### config.mk
export PLATFORM = sky130hd
export DESIGN_NAME = dbam_top
export DESIGN_NICKNAME = d
export VERILOG_FILES = /design/src/dbam_pkg.sv /design/src/dbam_xlat_if.sv /design/src/dbam_xlat.sv /design/src/dbam_top.sv
export SDC_FILE = /design/constraint.sdc
export NUM_CORES = 1
export LEC_CHECK = 0
export BUFFER_PORTS_ARGS = -buffer_cell sky130_fd_sc_hd__buf_2
export CORE_UTILIZATION = 48
export CTS_CLUSTER_DIAMETER = 60
export DETAILED_ROUTE_END_ITERATION = 6
export PLACE_DENSITY = 0.79
export SETUP_SLACK_MARGIN = 0.3
export SLEW_MARGIN = 25
export SYNTH_ARGS = -nofsm -noshare
export SYNTH_HDL_FRONTEND = slang
export SYNTH_SLANG_ARGS = --single-unit
### constraint.sdc
create_clock -name clk -period 3.3 [get_ports clk]
set_input_delay 0.33 -clock clk [delete_from_list [all_inputs] [get_ports clk]]
set_output_delay 0.33 -clock clk [all_outputs]
set_load 0.02 [all_outputs]
### src/dbam_pkg.sv
// package: address map constants for the direct bank address mapper
package dbam_pkg;
  localparam logic [15:0] IO_LO = 16'h0000;
  localparam logic [15:0] IO_HI = 16'h007f;
  localparam logic [15:0] PROHIB_LO = 16'h0080;
  localparam logic [15:0] PROHIB_HI = 16'h008f;
  localparam logic [15:0] DIRRAM_LO = 16'h0090;
  localparam logic [15:0] GPR_LO = 16'h0100;
  localparam logic [15:0] GPR_HI = 16'h01ff;
  localparam logic [15:0] XIO_LO = 16'h0f80;
  localparam logic [15:0] XIO_HI = 16'h0fff;
  localparam logic [15:0] NVR_LO = 16'hffbb;
  localparam logic [15:0] NVR_HI = 16'hffbf;
  localparam logic [15:0] VEC_LO = 16'hffc0;
  localparam logic [15:0] VEC_HI = 16'hffff;
  localparam logic [15:0] RAM_END_DEF = 16'h047f;
  localparam logic [7:0] MIRROR_ADDR = 8'h78;
  localparam logic [2:0] DBS_RESET = 3'h0;
  localparam logic [4:0] RBS_RESET = 5'h00;
  localparam logic [15:0] FLASH_LO_DEF = 16'h2000;
  typedef enum logic [2:0] {
    DBAM_R_NONE, DBAM_R_IO, DBAM_R_RAM, DBAM_R_XIO, DBAM_R_FLASH, DBAM_R_NVR, DBAM_R_VEC
  } dbam_region_t;
endpackage

### src/dbam_xlat_if.sv
// interface: operand-to-address translation request and result
`timescale 1ns/1ps
interface dbam_xlat_if;
  logic [15:0] addr_in;
  logic direct;
  logic [2:0] bank;
  logic [15:0] addr_out;
  logic prohibited;
  modport req (output addr_in, output direct, output bank, input addr_out, input prohibited);
  modport rsp (input addr_in, input direct, input bank, output addr_out, output prohibited);
endinterface

### src/dbam_xlat.sv
// direct-operand bank translation, combinational
`timescale 1ns/1ps
module dbam_xlat #(
  parameter logic [15:0] RAM_END = dbam_pkg::RAM_END_DEF
) (
  dbam_xlat_if.rsp x
);
  logic [15:0] banked;
  always_comb begin
    // window base is 0x80*(n+1): bank plus one forms bits 10..7
    banked = {5'h00, {1'b0, x.bank} + 4'h1, x.addr_in[6:0]};
    if (x.bank == 3'h7) begin
      banked = {5'h00, 4'h8, x.addr_in[6:0]};
    end
    x.addr_out = x.addr_in;
    x.prohibited = 1'b0;
    if (x.direct) begin
      if (x.addr_in[15:7] == 9'h000) begin
        x.addr_out = x.addr_in;
      end else if (x.addr_in[15:8] != 8'h00) begin
        x.prohibited = 1'b1;
      end else if (x.bank == 3'h0) begin
        x.addr_out = x.addr_in;
        x.prohibited = (x.addr_in <= dbam_pkg::PROHIB_HI);
      end else begin
        x.addr_out = banked;
        x.prohibited = (banked > RAM_END);
      end
    end
  end
endmodule

### src/dbam_top.sv
// top: address decode, direct bank translation and bank pointer mirror
// What this block does
// - 0x0100-0x01FF holds auxiliary byte registers for arithmetic and transfers.
// - register area is plain RAM for ordinary reads and writes.
// - a register addressing form reaches the register area with short operands.
// - flash 0xFFBB-0xFFBF is reserved for non-volatile register contents.
// - 0xFFC0-0xFFFF is the vector table for vector call, interrupt, reset.
// - vector entries hold handler start addresses, loaded as the new target.
// - direct operands 0x00-0x7F map unchanged whatever the bank pointer.
// - 3-bit bank pointer, reset 0; nonzero maps 0x80-0xFF to 0x80*(n+1).
// - banked window stops where physical RAM ends in smaller variants.
// - I/O 0x78 mirrors register bank and direct bank pointers.
// - 0x00-0x7F is I/O, reached by ordinary and direct accesses.
// - 0xF80-0xFFF is extended I/O, ordinary accesses only.
`timescale 1ns/1ps
module dbam_top #(
  parameter logic [15:0] RAM_END = dbam_pkg::RAM_END_DEF,
  parameter logic [15:0] FLASH_LO = dbam_pkg::FLASH_LO_DEF
) (
  input wire logic clk,
  input wire logic resetn,
  input wire logic acc_valid,
  input wire logic [1:0] acc_mode,
  input wire logic [15:0] acc_addr,
  input wire logic acc_write,
  input wire logic [7:0] acc_wdata,
  input wire logic [2:0] gpr_index,
  input wire logic vec_fetch,
  input wire logic [4:0] vec_index,
  input wire logic [15:0] mem_rdata,
  output logic out_valid,
  output logic [15:0] out_addr,
  output logic out_write,
  output logic [7:0] out_wdata,
  output logic [2:0] out_region,
  output logic out_prohibited,
  output logic mirror_hit,
  output logic [7:0] mirror_rdata,
  output logic [2:0] direct_bank_select,
  output logic [4:0] register_bank_select,
  output logic vec_fetch_pending,
  output logic [15:0] vec_target,
  output logic vec_target_valid
);
  // acc_mode: 0 ordinary, 1 direct operand, 2 register form (gpr_index)
  localparam logic [1:0] MODE_DIRECT = 2'h1;
  localparam logic [1:0] MODE_GPR = 2'h2;
  // ==========================================================
  // registers behind the output ports
  logic [2:0] dbs_r;
  logic [4:0] rbs_r;
  logic mirror_hit_r;
  logic [7:0] mirror_rdata_r;
  logic out_valid_r;
  logic [15:0] out_addr_r;
  logic out_write_r;
  logic [7:0] out_wdata_r;
  logic [2:0] out_region_r;
  logic out_prohibited_r;
  logic vec_pending_r;
  logic vec_phase_r;
  logic [7:0] vec_hi_r;
  logic [15:0] vec_target_r;
  logic vec_target_valid_r;
  // ==========================================================
  // translation
  dbam_xlat_if xi ();
  logic is_direct;
  logic is_gpr;
  logic req;
  logic [15:0] gpr_addr;
  logic [15:0] vec_addr;
  logic [15:0] phys;
  logic prohib;
  dbam_pkg::dbam_region_t region;
  assign is_direct = (acc_mode == MODE_DIRECT);
  assign is_gpr = (acc_mode == MODE_GPR);
  assign req = acc_valid || vec_fetch;
  // eight registers per bank, so 32 banks fill the whole register area
  assign gpr_addr = dbam_pkg::GPR_LO + {8'h00, rbs_r, gpr_index};
  // two bytes per vector entry, high byte at the even address
  assign vec_addr = dbam_pkg::VEC_LO + {10'h000, vec_index, 1'b0};
  assign xi.addr_in = acc_addr;
  assign xi.direct = acc_valid && is_direct;
  assign xi.bank = dbs_r;
  dbam_xlat #(.RAM_END(RAM_END)) u_xlat (.x(xi));
  // a vector fetch outranks any access offered in the same cycle, except that a refused direct operand refuses the fetch too
  always_comb begin
    phys = xi.addr_out;
    if (is_gpr) begin
      phys = gpr_addr;
    end
    if (vec_fetch) begin
      phys = vec_addr;
    end
  end
  // ==========================================================
  // region decode; a refused access carries no region
  always_comb begin
    prohib = xi.prohibited;
    if (phys <= dbam_pkg::IO_HI) begin
      region = dbam_pkg::DBAM_R_IO;
    end else if (phys >= dbam_pkg::DIRRAM_LO && phys <= RAM_END) begin
      region = dbam_pkg::DBAM_R_RAM;
    end else if (phys >= dbam_pkg::XIO_LO && phys <= dbam_pkg::XIO_HI) begin
      region = dbam_pkg::DBAM_R_XIO;
      if (is_direct) begin
        prohib = 1'b1;
      end
    end else if (phys >= dbam_pkg::VEC_LO) begin
      region = dbam_pkg::DBAM_R_VEC;
    end else if (phys >= dbam_pkg::NVR_LO && phys <= dbam_pkg::NVR_HI) begin
      region = dbam_pkg::DBAM_R_NVR;
    end else if (phys >= FLASH_LO) begin
      region = dbam_pkg::DBAM_R_FLASH;
    end else begin
      // the hole at 0x0080-0x008f and any space above the fitted ram
      region = dbam_pkg::DBAM_R_NONE;
      prohib = 1'b1;
    end
    if (prohib) begin
      region = dbam_pkg::DBAM_R_NONE;
    end
  end
  // ==========================================================
  // bank pointer mirror at i/o 0x78: bits 7:3 register bank, 2:0 direct bank
  logic is_mirror;
  logic bank_wr;
  assign is_mirror = acc_valid && !vec_fetch && !prohib
    && (phys == {8'h00, dbam_pkg::MIRROR_ADDR});
  // direct operand 0x78 lands here as well, since it maps unchanged
  assign bank_wr = is_mirror && acc_write;
  always_ff @(posedge clk) begin
    if (!resetn) begin
      dbs_r <= dbam_pkg::DBS_RESET;
      rbs_r <= dbam_pkg::RBS_RESET;
    end else if (bank_wr) begin
      dbs_r <= acc_wdata[2:0];
      rbs_r <= acc_wdata[7:3];
    end
  end
  always_ff @(posedge clk) begin
    if (!resetn) begin
      mirror_hit_r <= 1'b0;
      mirror_rdata_r <= 8'h00;
    end else begin
      mirror_hit_r <= is_mirror && !acc_write;
      mirror_rdata_r <= {rbs_r, dbs_r};
    end
  end
  // ==========================================================
  // access output stage; mirror accesses never reach the i/o bus
  logic fwd_ok;
  logic write_ok;
  assign fwd_ok = req && !prohib && !is_mirror;
  // the vector table and nvr bytes are never written as program space
  assign write_ok = acc_valid && acc_write && !vec_fetch && fwd_ok
    && region != dbam_pkg::DBAM_R_NVR && region != dbam_pkg::DBAM_R_VEC;
  always_ff @(posedge clk) begin
    if (!resetn) begin
      out_valid_r <= 1'b0;
      out_prohibited_r <= 1'b0;
      out_write_r <= 1'b0;
    end else begin
      out_valid_r <= fwd_ok;
      out_prohibited_r <= req && prohib;
      out_write_r <= write_ok;
    end
  end
  // address, data and region mean something only while out_valid is high
  always_ff @(posedge clk) begin
    if (!resetn) begin
      out_addr_r <= 16'h0000;
      out_wdata_r <= 8'h00;
      out_region_r <= 3'h0;
    end else begin
      out_addr_r <= phys;
      out_wdata_r <= acc_wdata;
      out_region_r <= region;
    end
  end
  // ==========================================================
  // vector fetch: two byte reads, high byte first, build handler address
  // a vector_call_instruction, an interrupt and a reset all enter here alike
  always_ff @(posedge clk) begin
    if (!resetn) begin
      vec_pending_r <= 1'b0;
      vec_phase_r <= 1'b0;
      vec_hi_r <= 8'h00;
    end else if (vec_fetch && !vec_pending_r) begin
      vec_pending_r <= 1'b1;
      vec_phase_r <= 1'b0;
    end else if (vec_pending_r) begin
      if (!vec_phase_r) begin
        vec_hi_r <= mem_rdata[7:0];
        vec_phase_r <= 1'b1;
      end else begin
        vec_pending_r <= 1'b0;
      end
    end
  end
  // a fetch offered while one is pending is dropped; the core must wait
  always_ff @(posedge clk) begin
    if (!resetn) begin
      vec_target_r <= 16'h0000;
      vec_target_valid_r <= 1'b0;
    end else begin
      vec_target_valid_r <= vec_pending_r && vec_phase_r;
      if (vec_pending_r && vec_phase_r) begin
        vec_target_r <= {vec_hi_r, mem_rdata[7:0]};
      end
    end
  end
  // ==========================================================
  // ports
  assign out_valid = out_valid_r;
  assign out_addr = out_addr_r;
  assign out_write = out_write_r;
  assign out_wdata = out_wdata_r;
  assign out_region = out_region_r;
  assign out_prohibited = out_prohibited_r;
  assign mirror_hit = mirror_hit_r;
  assign mirror_rdata = mirror_rdata_r;
  assign direct_bank_select = dbs_r;
  assign register_bank_select = rbs_r;
  assign vec_fetch_pending = vec_pending_r;
  assign vec_target = vec_target_r;
  assign vec_target_valid = vec_target_valid_r;
endmodule

==> results of run 1 <==
power groups by stage:
stage | logic [W] | clock network [W] | registers [W]
finish | 0.000224 | 0.000838 | 0.000937
global placement | 0.000220 | 0 | 0.000957
global route | 0.000246 | 0.000894 | 0.000941
detailed placement | 0.000223 | 0 | 0.000958
floorplan | 0.000101 | 0 | 0.000992
CTS | 0.000224 | 0.000855 | 0.000937
final cells by class:
type	instances	share of cell area [%]
Clock buffer	10	3.32
Clock inverter	6	2.96
Timing Repair Buffer	115	15.2
Multi-Input combinational cell	247	37.1
Sequential cell	74	38.5
Inverter	4	0.390
Tap cell	75	2.44
cells in the mapped netlist, drive strengths merged, types with 2 or more instances:
library cell,count
clkbuf,13
nor2b,7
nand3,5
nor3,4
mux2i,13
and3,2
nand2b,4
o41ai,2
ha,3
nor3b,3
or4,2
nor4,4
a21oi,34
and2,23
inv,3
a311oi,2
nor4bb,2
nor4b,2
a31oi,5
nand4,4
o211ai,2
o21ai,6
o21a,2
buf,7
dfxtp,74
nand2,64
a31o,2
nor2,33
a211oi,3
worst reg2reg max path, stage by stage (launching register included):
cell and delay, ns:
dfxtp_1 0.43, inv_1 0.09, ha_1 0.21, nor2b_1 0.16, nor3b_1 0.43, a31oi_1 0.22, o41ai_1 0.55, o21ai_0 0.27
nand4_1 0.17, a2111oi_2 0.08
cells by family after synthesis:
| kind of cell | Yosys count |
|---|---|
| buffers and inverters | 24 |
| flip-flops | 74 |
| AND/OR/NAND/NOR | 164 |
| AO/OA/AOI/OAI | 66 |
| adder cells (fa/ha/maj) | 3 |
| multiplexers | 14 |
routing by layer:
layer,part of all wire (%),vias to the layer above
met5,0,-
met4,2.1,0
met3,5.6,13
met2,47,111
met1,46,1213
li1,-,1401
registers in the layout, summed over array words and instances, names as in the netlist:
signal,count
vec_fetch_pending,1
out_prohibited,1
register_bank_select,5
mirror_rdata,8
out_wdata,8
direct_bank_select,3
out_region,3
out_valid,1
mirror_hit,1
vec_target,16
vec_target_valid,1
vec_phase_r,1
out_write,1
vec_hi_r,8
out_addr,16
stage by stage:
step	power (W)	std cells	hold slack, ns	area, µm²
global placement	0.00118	515	0.438	3600
floorplan	0.00109	345	0.407	3000
CTS	0.00202	531	0.159	3840
finish	0.00200	531	0.172	3840
detailed placement	0.00118	515	0.443	3600
global route	0.00208	531	0.171	3840
worst max path at each step:
stage,to,slack (ns),cells past startpoint
CTS,out_write,0.64,9
detailed placement,register_bank_select[1],0.45,8
global route,out_write,0.42,9
finish,out_write,0.56,9
global placement,register_bank_select[4],0.45,8
floorplan,out_write,0.77,9
==> metrics.yaml, run 1 <==
cp_slowest_cell: "o41ai_1"
syn_nets: 403
mostFrequentLayoutCell: "buf_2"
rr_endpoint: "out_write"
core-area_mm2: 0.00599
drive_gt1_share_pct: 31.4
clock_latency_ns: 0.34
synth-seq-cells: 74
ys_warn_count: 0
synth-edff-count: 0
max-cap-violations: 0
min_to: "mirror_hit"
cts-root-buf: "clkbuf_8"
drt_iter0_markers: 111
cpPeakStageDelay_ns: 0.55
crit_arrival_ns: 2.93
cts_sinks: 74
antenna_found_initial: 0
tightest_slew_ns: 0.885
whs_path_depth: 2
synthArstFlopShare_pct: 0
slew_headroom_pct: 40.9
cellPowerDensity_mw_per_mm2: 520
cts_tree: "done"
wire_per_inst_um: 13.6
start_util_pct: 50.1
p_seq_share_pct: 46.9
synth_largest_area_cell: "dfxtp_1"
path_cells: "inv_1, ha_1, nor2b_1, nor3b_1, a31oi_1, o41ai_1, o21ai_0, nand4_1, a2111oi_2"
finClkSkew_ns: 0.0116
clkPwrFrac_pct: 41.9
post_synth_main_area_contributors: "dfxtp_1 (49%), nand2_1 (8.0%), a21oi_1 (5.7%)"
crit_fanout: 6
preCtsSetupSlack_ns: 0.448
drt_wl_total_um: 7220
cts-hold-fix-buffers: 0
grt_max_degree: 56
postRouteAntennaNets: 0
critical_path_required_ns: 3.49
status: "completed"
clk_pin_slew_ns: 0.08
final_cell_mix: "buf_2 (111), dfxtp_1 (74), nand2_1 (64)"
synth-simple-area-share_pct: 27.0
fin_crit_sh_pct: 83.2
nets: 509
grt.busiest_layer: "met2"
synth.distinct_cells: 51
grt_util_met3_pct: 4.72
dieArea_mm2: 0.00658
cp_top_family: "compound AO/OA/AOI/OAI gates"
num_rows: 28
syn_avg_cell_area_um2: 8.71
place_congestion: 0.890
hpwlAfterDp_um: 5190
grt_pass1_vias: 2549
fin_crit_ns: 2.74
use_met1_pct: 29.6
setup_viol: 0
peakVddDrop_mv: 0.359
cts_buffers: 9
synthMuxAreaShare_pct: 4.71
finalHoldViolCount: 0
ys.flop_type: "dfxtp_1"
dr.pass1.iters: 5
p_comb_share_pct: 11.2
reg2reg_from: "direct_bank_select[0]"
fin_ws_ns: 0.556
grt_pass1_wl_um: 11600
die-height_um: 81.1
endpoint_kind: "flop"
fmax_mhz: 364
vias_per_cell: 5.16
grt_usage_pct: 23.3
ios: 120
swShare_pct: 24.2
synth-xor-area-share_pct: 0
synth_cells: 345
startpoint_type: "flop"
grt_overflow: 0
syn_to_final_growth_pct: 28.0
synth_top_family_by_area: "simple AND/OR/NAND/NOR gates"
synthAdderAreaFrac_pct: 1.25
final_max_slew_viol_count: 0
rrSetupSlack_ns: 0.56
postLayoutCoreUtil_pct: 64.2
vias: 2738
cts_resized: 0
fill_cells: 497
fin_setup_tns_ns: 0
rsz0062_at_grt: "false"
synth_top_area_share_pct: 49.3
post-route-drc-count: 0
clockBufferDepth: 2
critPathBufInv: 1
reg2reg_depth: 9
post_cts_buffers: 0
p_switching_w: 0.000484
use_met2_pct: 37.1
diodes: 0
total_leakage_power_nw: 1.74
port-buffer-count: 111
intPower_w: 0.00152
multi_input_area_mm2: 0.00143
cts.htree.levels: 3
crit_type: "flop to flop"
syn-cell-area_mm2: 0.00300
die_w_um: 81.1
hold_class: "input pin to flop"
synth_compound_area_share_pct: 14.6
seq_area_frac_synth_pct: 49.3
final-seq-area_mm2: 0.00148
crit_start: "direct_bank_select[0]"
hp-start: "acc_write"
Note: power is estimated with default switching activity, not from simulation.
==> run 2, diff against run 1 <==
--- a/config.mk
+++ b/config.mk
@@ -5,11 +5,12 @@
 export SDC_FILE = /design/constraint.sdc
 export NUM_CORES = 1
 export LEC_CHECK = 0
+export ABC_AREA = 1
 export BUFFER_PORTS_ARGS = -buffer_cell sky130_fd_sc_hd__buf_2
-export CORE_UTILIZATION = 48
+export CORE_UTILIZATION = 44
 export CTS_CLUSTER_DIAMETER = 60
 export DETAILED_ROUTE_END_ITERATION = 6
-export PLACE_DENSITY = 0.79
+export PLACE_DENSITY = 0.76
 export SETUP_SLACK_MARGIN = 0.3
 export SLEW_MARGIN = 25
 export SYNTH_ARGS = -nofsm -noshare
==> constraint.sdc (replaced) <==
create_clock -name clk -period 2.5 [get_ports clk]
set_input_delay 0.25 -clock clk [delete_from_list [all_inputs] [get_ports clk]]
set_output_delay 0.25 -clock clk [all_outputs]
set_load 0.02 [all_outputs]
==> metrics.yaml, run 2 <==
cts-root-buf: "clkbuf_8"
nets: 597
crit_arrival_ns: 2.40
diodes: 0
synthMuxAreaShare_pct: 0
grt_overflow: 0
grt_pass1_wl_um: 12200
drive_gt1_share_pct: 36.4
cp_slowest_cell: "dfxtp_4"
crit_fanout: 5
finClkSkew_ns: 0.0105
path_cells: "ha_4, ha_4, inv_2, nand2_1, nand2_1, nand2_1, nand3_1, nand2_1, nand3_2, nand2_2, o21ai_1, nand3_2, nand3_2, nand2_2, nand2_4, o21ai_2, nor2_1, nor2_1"
synth_commonest_cells: "nor2_1 (96), dfxtp_1 (74), nand2_1 (67), inv_1 (46), o21ai_0 (32)"
fin_crit_ns: 2.17
cellPowerDensity_mw_per_mm2: 641
slew_headroom_pct: 63.9
clk_pin_slew_ns: 0.08
clockBufferDepth: 2
post_synth_main_area_contributors: "dfxtp_1 (48%), nor2_1 (12%), nand2_1 (8.1%)"
max-cap-violations: 0
rsz0062_at_grt: "true"
syn-cell-area_mm2: 0.00311
hold_class: "input pin to flop"
port-buffer-count: 111
postRouteAntennaNets: 0
syn_nets: 480
start_util_pct: 45.8
wire_per_inst_um: 12.0
crit_type: "flop to flop"
synthArstFlopShare_pct: 0
ys_warn_count: 0
vias_per_cell: 4.71
tightest_slew_ns: 0.541
synth-seq-cells: 74
status: "completed"
num_rows: 30
synth_compound_area_share_pct: 11.8
final_cell_mix: "buf_2 (111), nor2_1 (95), dfxtp_1 (72)"
crit_top_cell: "nand2_1"
grt_pass1_vias: 2733
place_congestion: 0.904
cp_top_family: "simple AND/OR/NAND/NOR gates"
grt_max_degree: 43
synth_top_family_by_area: "simple AND/OR/NAND/NOR gates"
critical_path_required_ns: 2.74
synth_largest_area_cell: "dfxtp_1"
finalHoldViolCount: 0
antenna_found_initial: 0
synthAdderAreaFrac_pct: 1.21
startpoint_type: "flop"
synth.most_common_cell: "nor2_1"
synth_top_area_share_pct: 47.6
mostFrequentLayoutCell: "buf_2"
setup_viol: 0
dr.pass1.iters: 4
syn_to_final_growth_pct: 33.0
synth-simple-area-share_pct: 30.9
fin_ws_ns: 0.335
fin_crit_sh_pct: 86.6
synth_cells: 422
seq_area_frac_synth_pct: 47.6
cts_buffers: 9
critPathBufInv: 1
cts.htree.levels: 3
synth-xor-area-share_pct: 0
drt_wl_total_um: 7670
synth.distinct_cells: 30
cts_sinks: 74
hpwlAfterDp_um: 5470
cpPeakStageDelay_ns: 0.37
fmax_mhz: 462
syn_avg_cell_area_um2: 7.37
post-route-drc-count: 0
endpoint_kind: "flop"
cts_tree: "done"
ios: 120
total_leakage_power_nw: 2.13
fin_setup_tns_ns: 0
drt_iter0_markers: 139
preCtsSetupSlack_ns: 0.227
final_max_slew_viol_count: 0
peakVddDrop_mv: 0.458
clock_latency_ns: 0.35
grt_usage_pct: 21.2
die-height_um: 86.1
die_w_um: 86.1
ys.flop_type: "dfxtp_1"
core-area_mm2: 0.00679
dieArea_mm2: 0.00741
synth-edff-count: 0
vias: 3013
[run 2: layout make-up]
type / count / area, µm²
Sequential cell: 74 / 1490
Clock buffer: 11 / 151
Clock inverter: 5 / 85.1
Inverter: 55 / 221
Fill cell: 627 / 2660
Timing Repair Buffer: 118 / 621
Tap cell: 96 / 120
Multi-Input combinational cell: 281 / 1450
[run 2: worst paths after layout]
| check | startpoint | endpoint | slack [ns] | cells after the start |
|---|---|---|---|---|
| setup / recovery | direct_bank_select[1] | out_write | 0.33 | 18 |
| hold / removal | acc_wdata[1] | out_wdata[1] | 0.11 | 3 |
| setup reg to reg | direct_bank_select[1] | out_write | 0.33 | 18 |
| hold reg to reg | register_bank_select[4] | mirror_rdata[7] | 0.46 | 2 |
[run 2: power breakdown]
part           total (W)  leakage [nW]  switching [W]  internal, W
clock            0.00108         0.116       0.000463     0.000622
sequential       0.00124         0.608      0.0000164      0.00123
combinational   0.000323          1.41       0.000213     0.000110
[run 2: logic make-up (layout without fill, tap and decap cells)]
family,Yosys count,count (layout)
AOI/OAI and AO/OA,62,62
adders and majority gates,3,3
and+or+nand+nor,215,216
buffers and inverters,68,189
DFF,74,74
[run 2: stage by stage]
stage	hold WS, ns	util, %	area (µm²)	power (W)	std cells
after floorplan	0.328	-	3110	0.00147	422
after global placement	0.456	55.3	3760	0.00158	619
after detailed placement	0.457	55.3	3760	0.00159	619
after CTS	0.100	59.9	4070	0.00266	638
after global routing	0.0943	60.9	4140	0.00276	640
final	0.108	60.9	4140	0.00265	640
[run 2: per-layer routing]
layer	vias to the layer above	wire [µm]	GRT usage, %
met5	-	0	0
met4	0	158	8.79
met3	15	457	6.26
met2	102	3570	32.8
met1	1340	3490	27.7
li1	1556	-	-
[run 2: tightest hold or removal path: cells and delay by family]
kind | cells | cell delay, ns
buffers and inverters | 2 | 0.14
and+or+nand+nor | 1 | 0.05
[run 2: timing repair]
item,4_1_cts,5_1_grt
endpoints found under the setup margin,11,13
pin swaps,5,9
buffers inserted,2,2
hold buffers,0,0
cloned,1,0
resized for setup,10,15
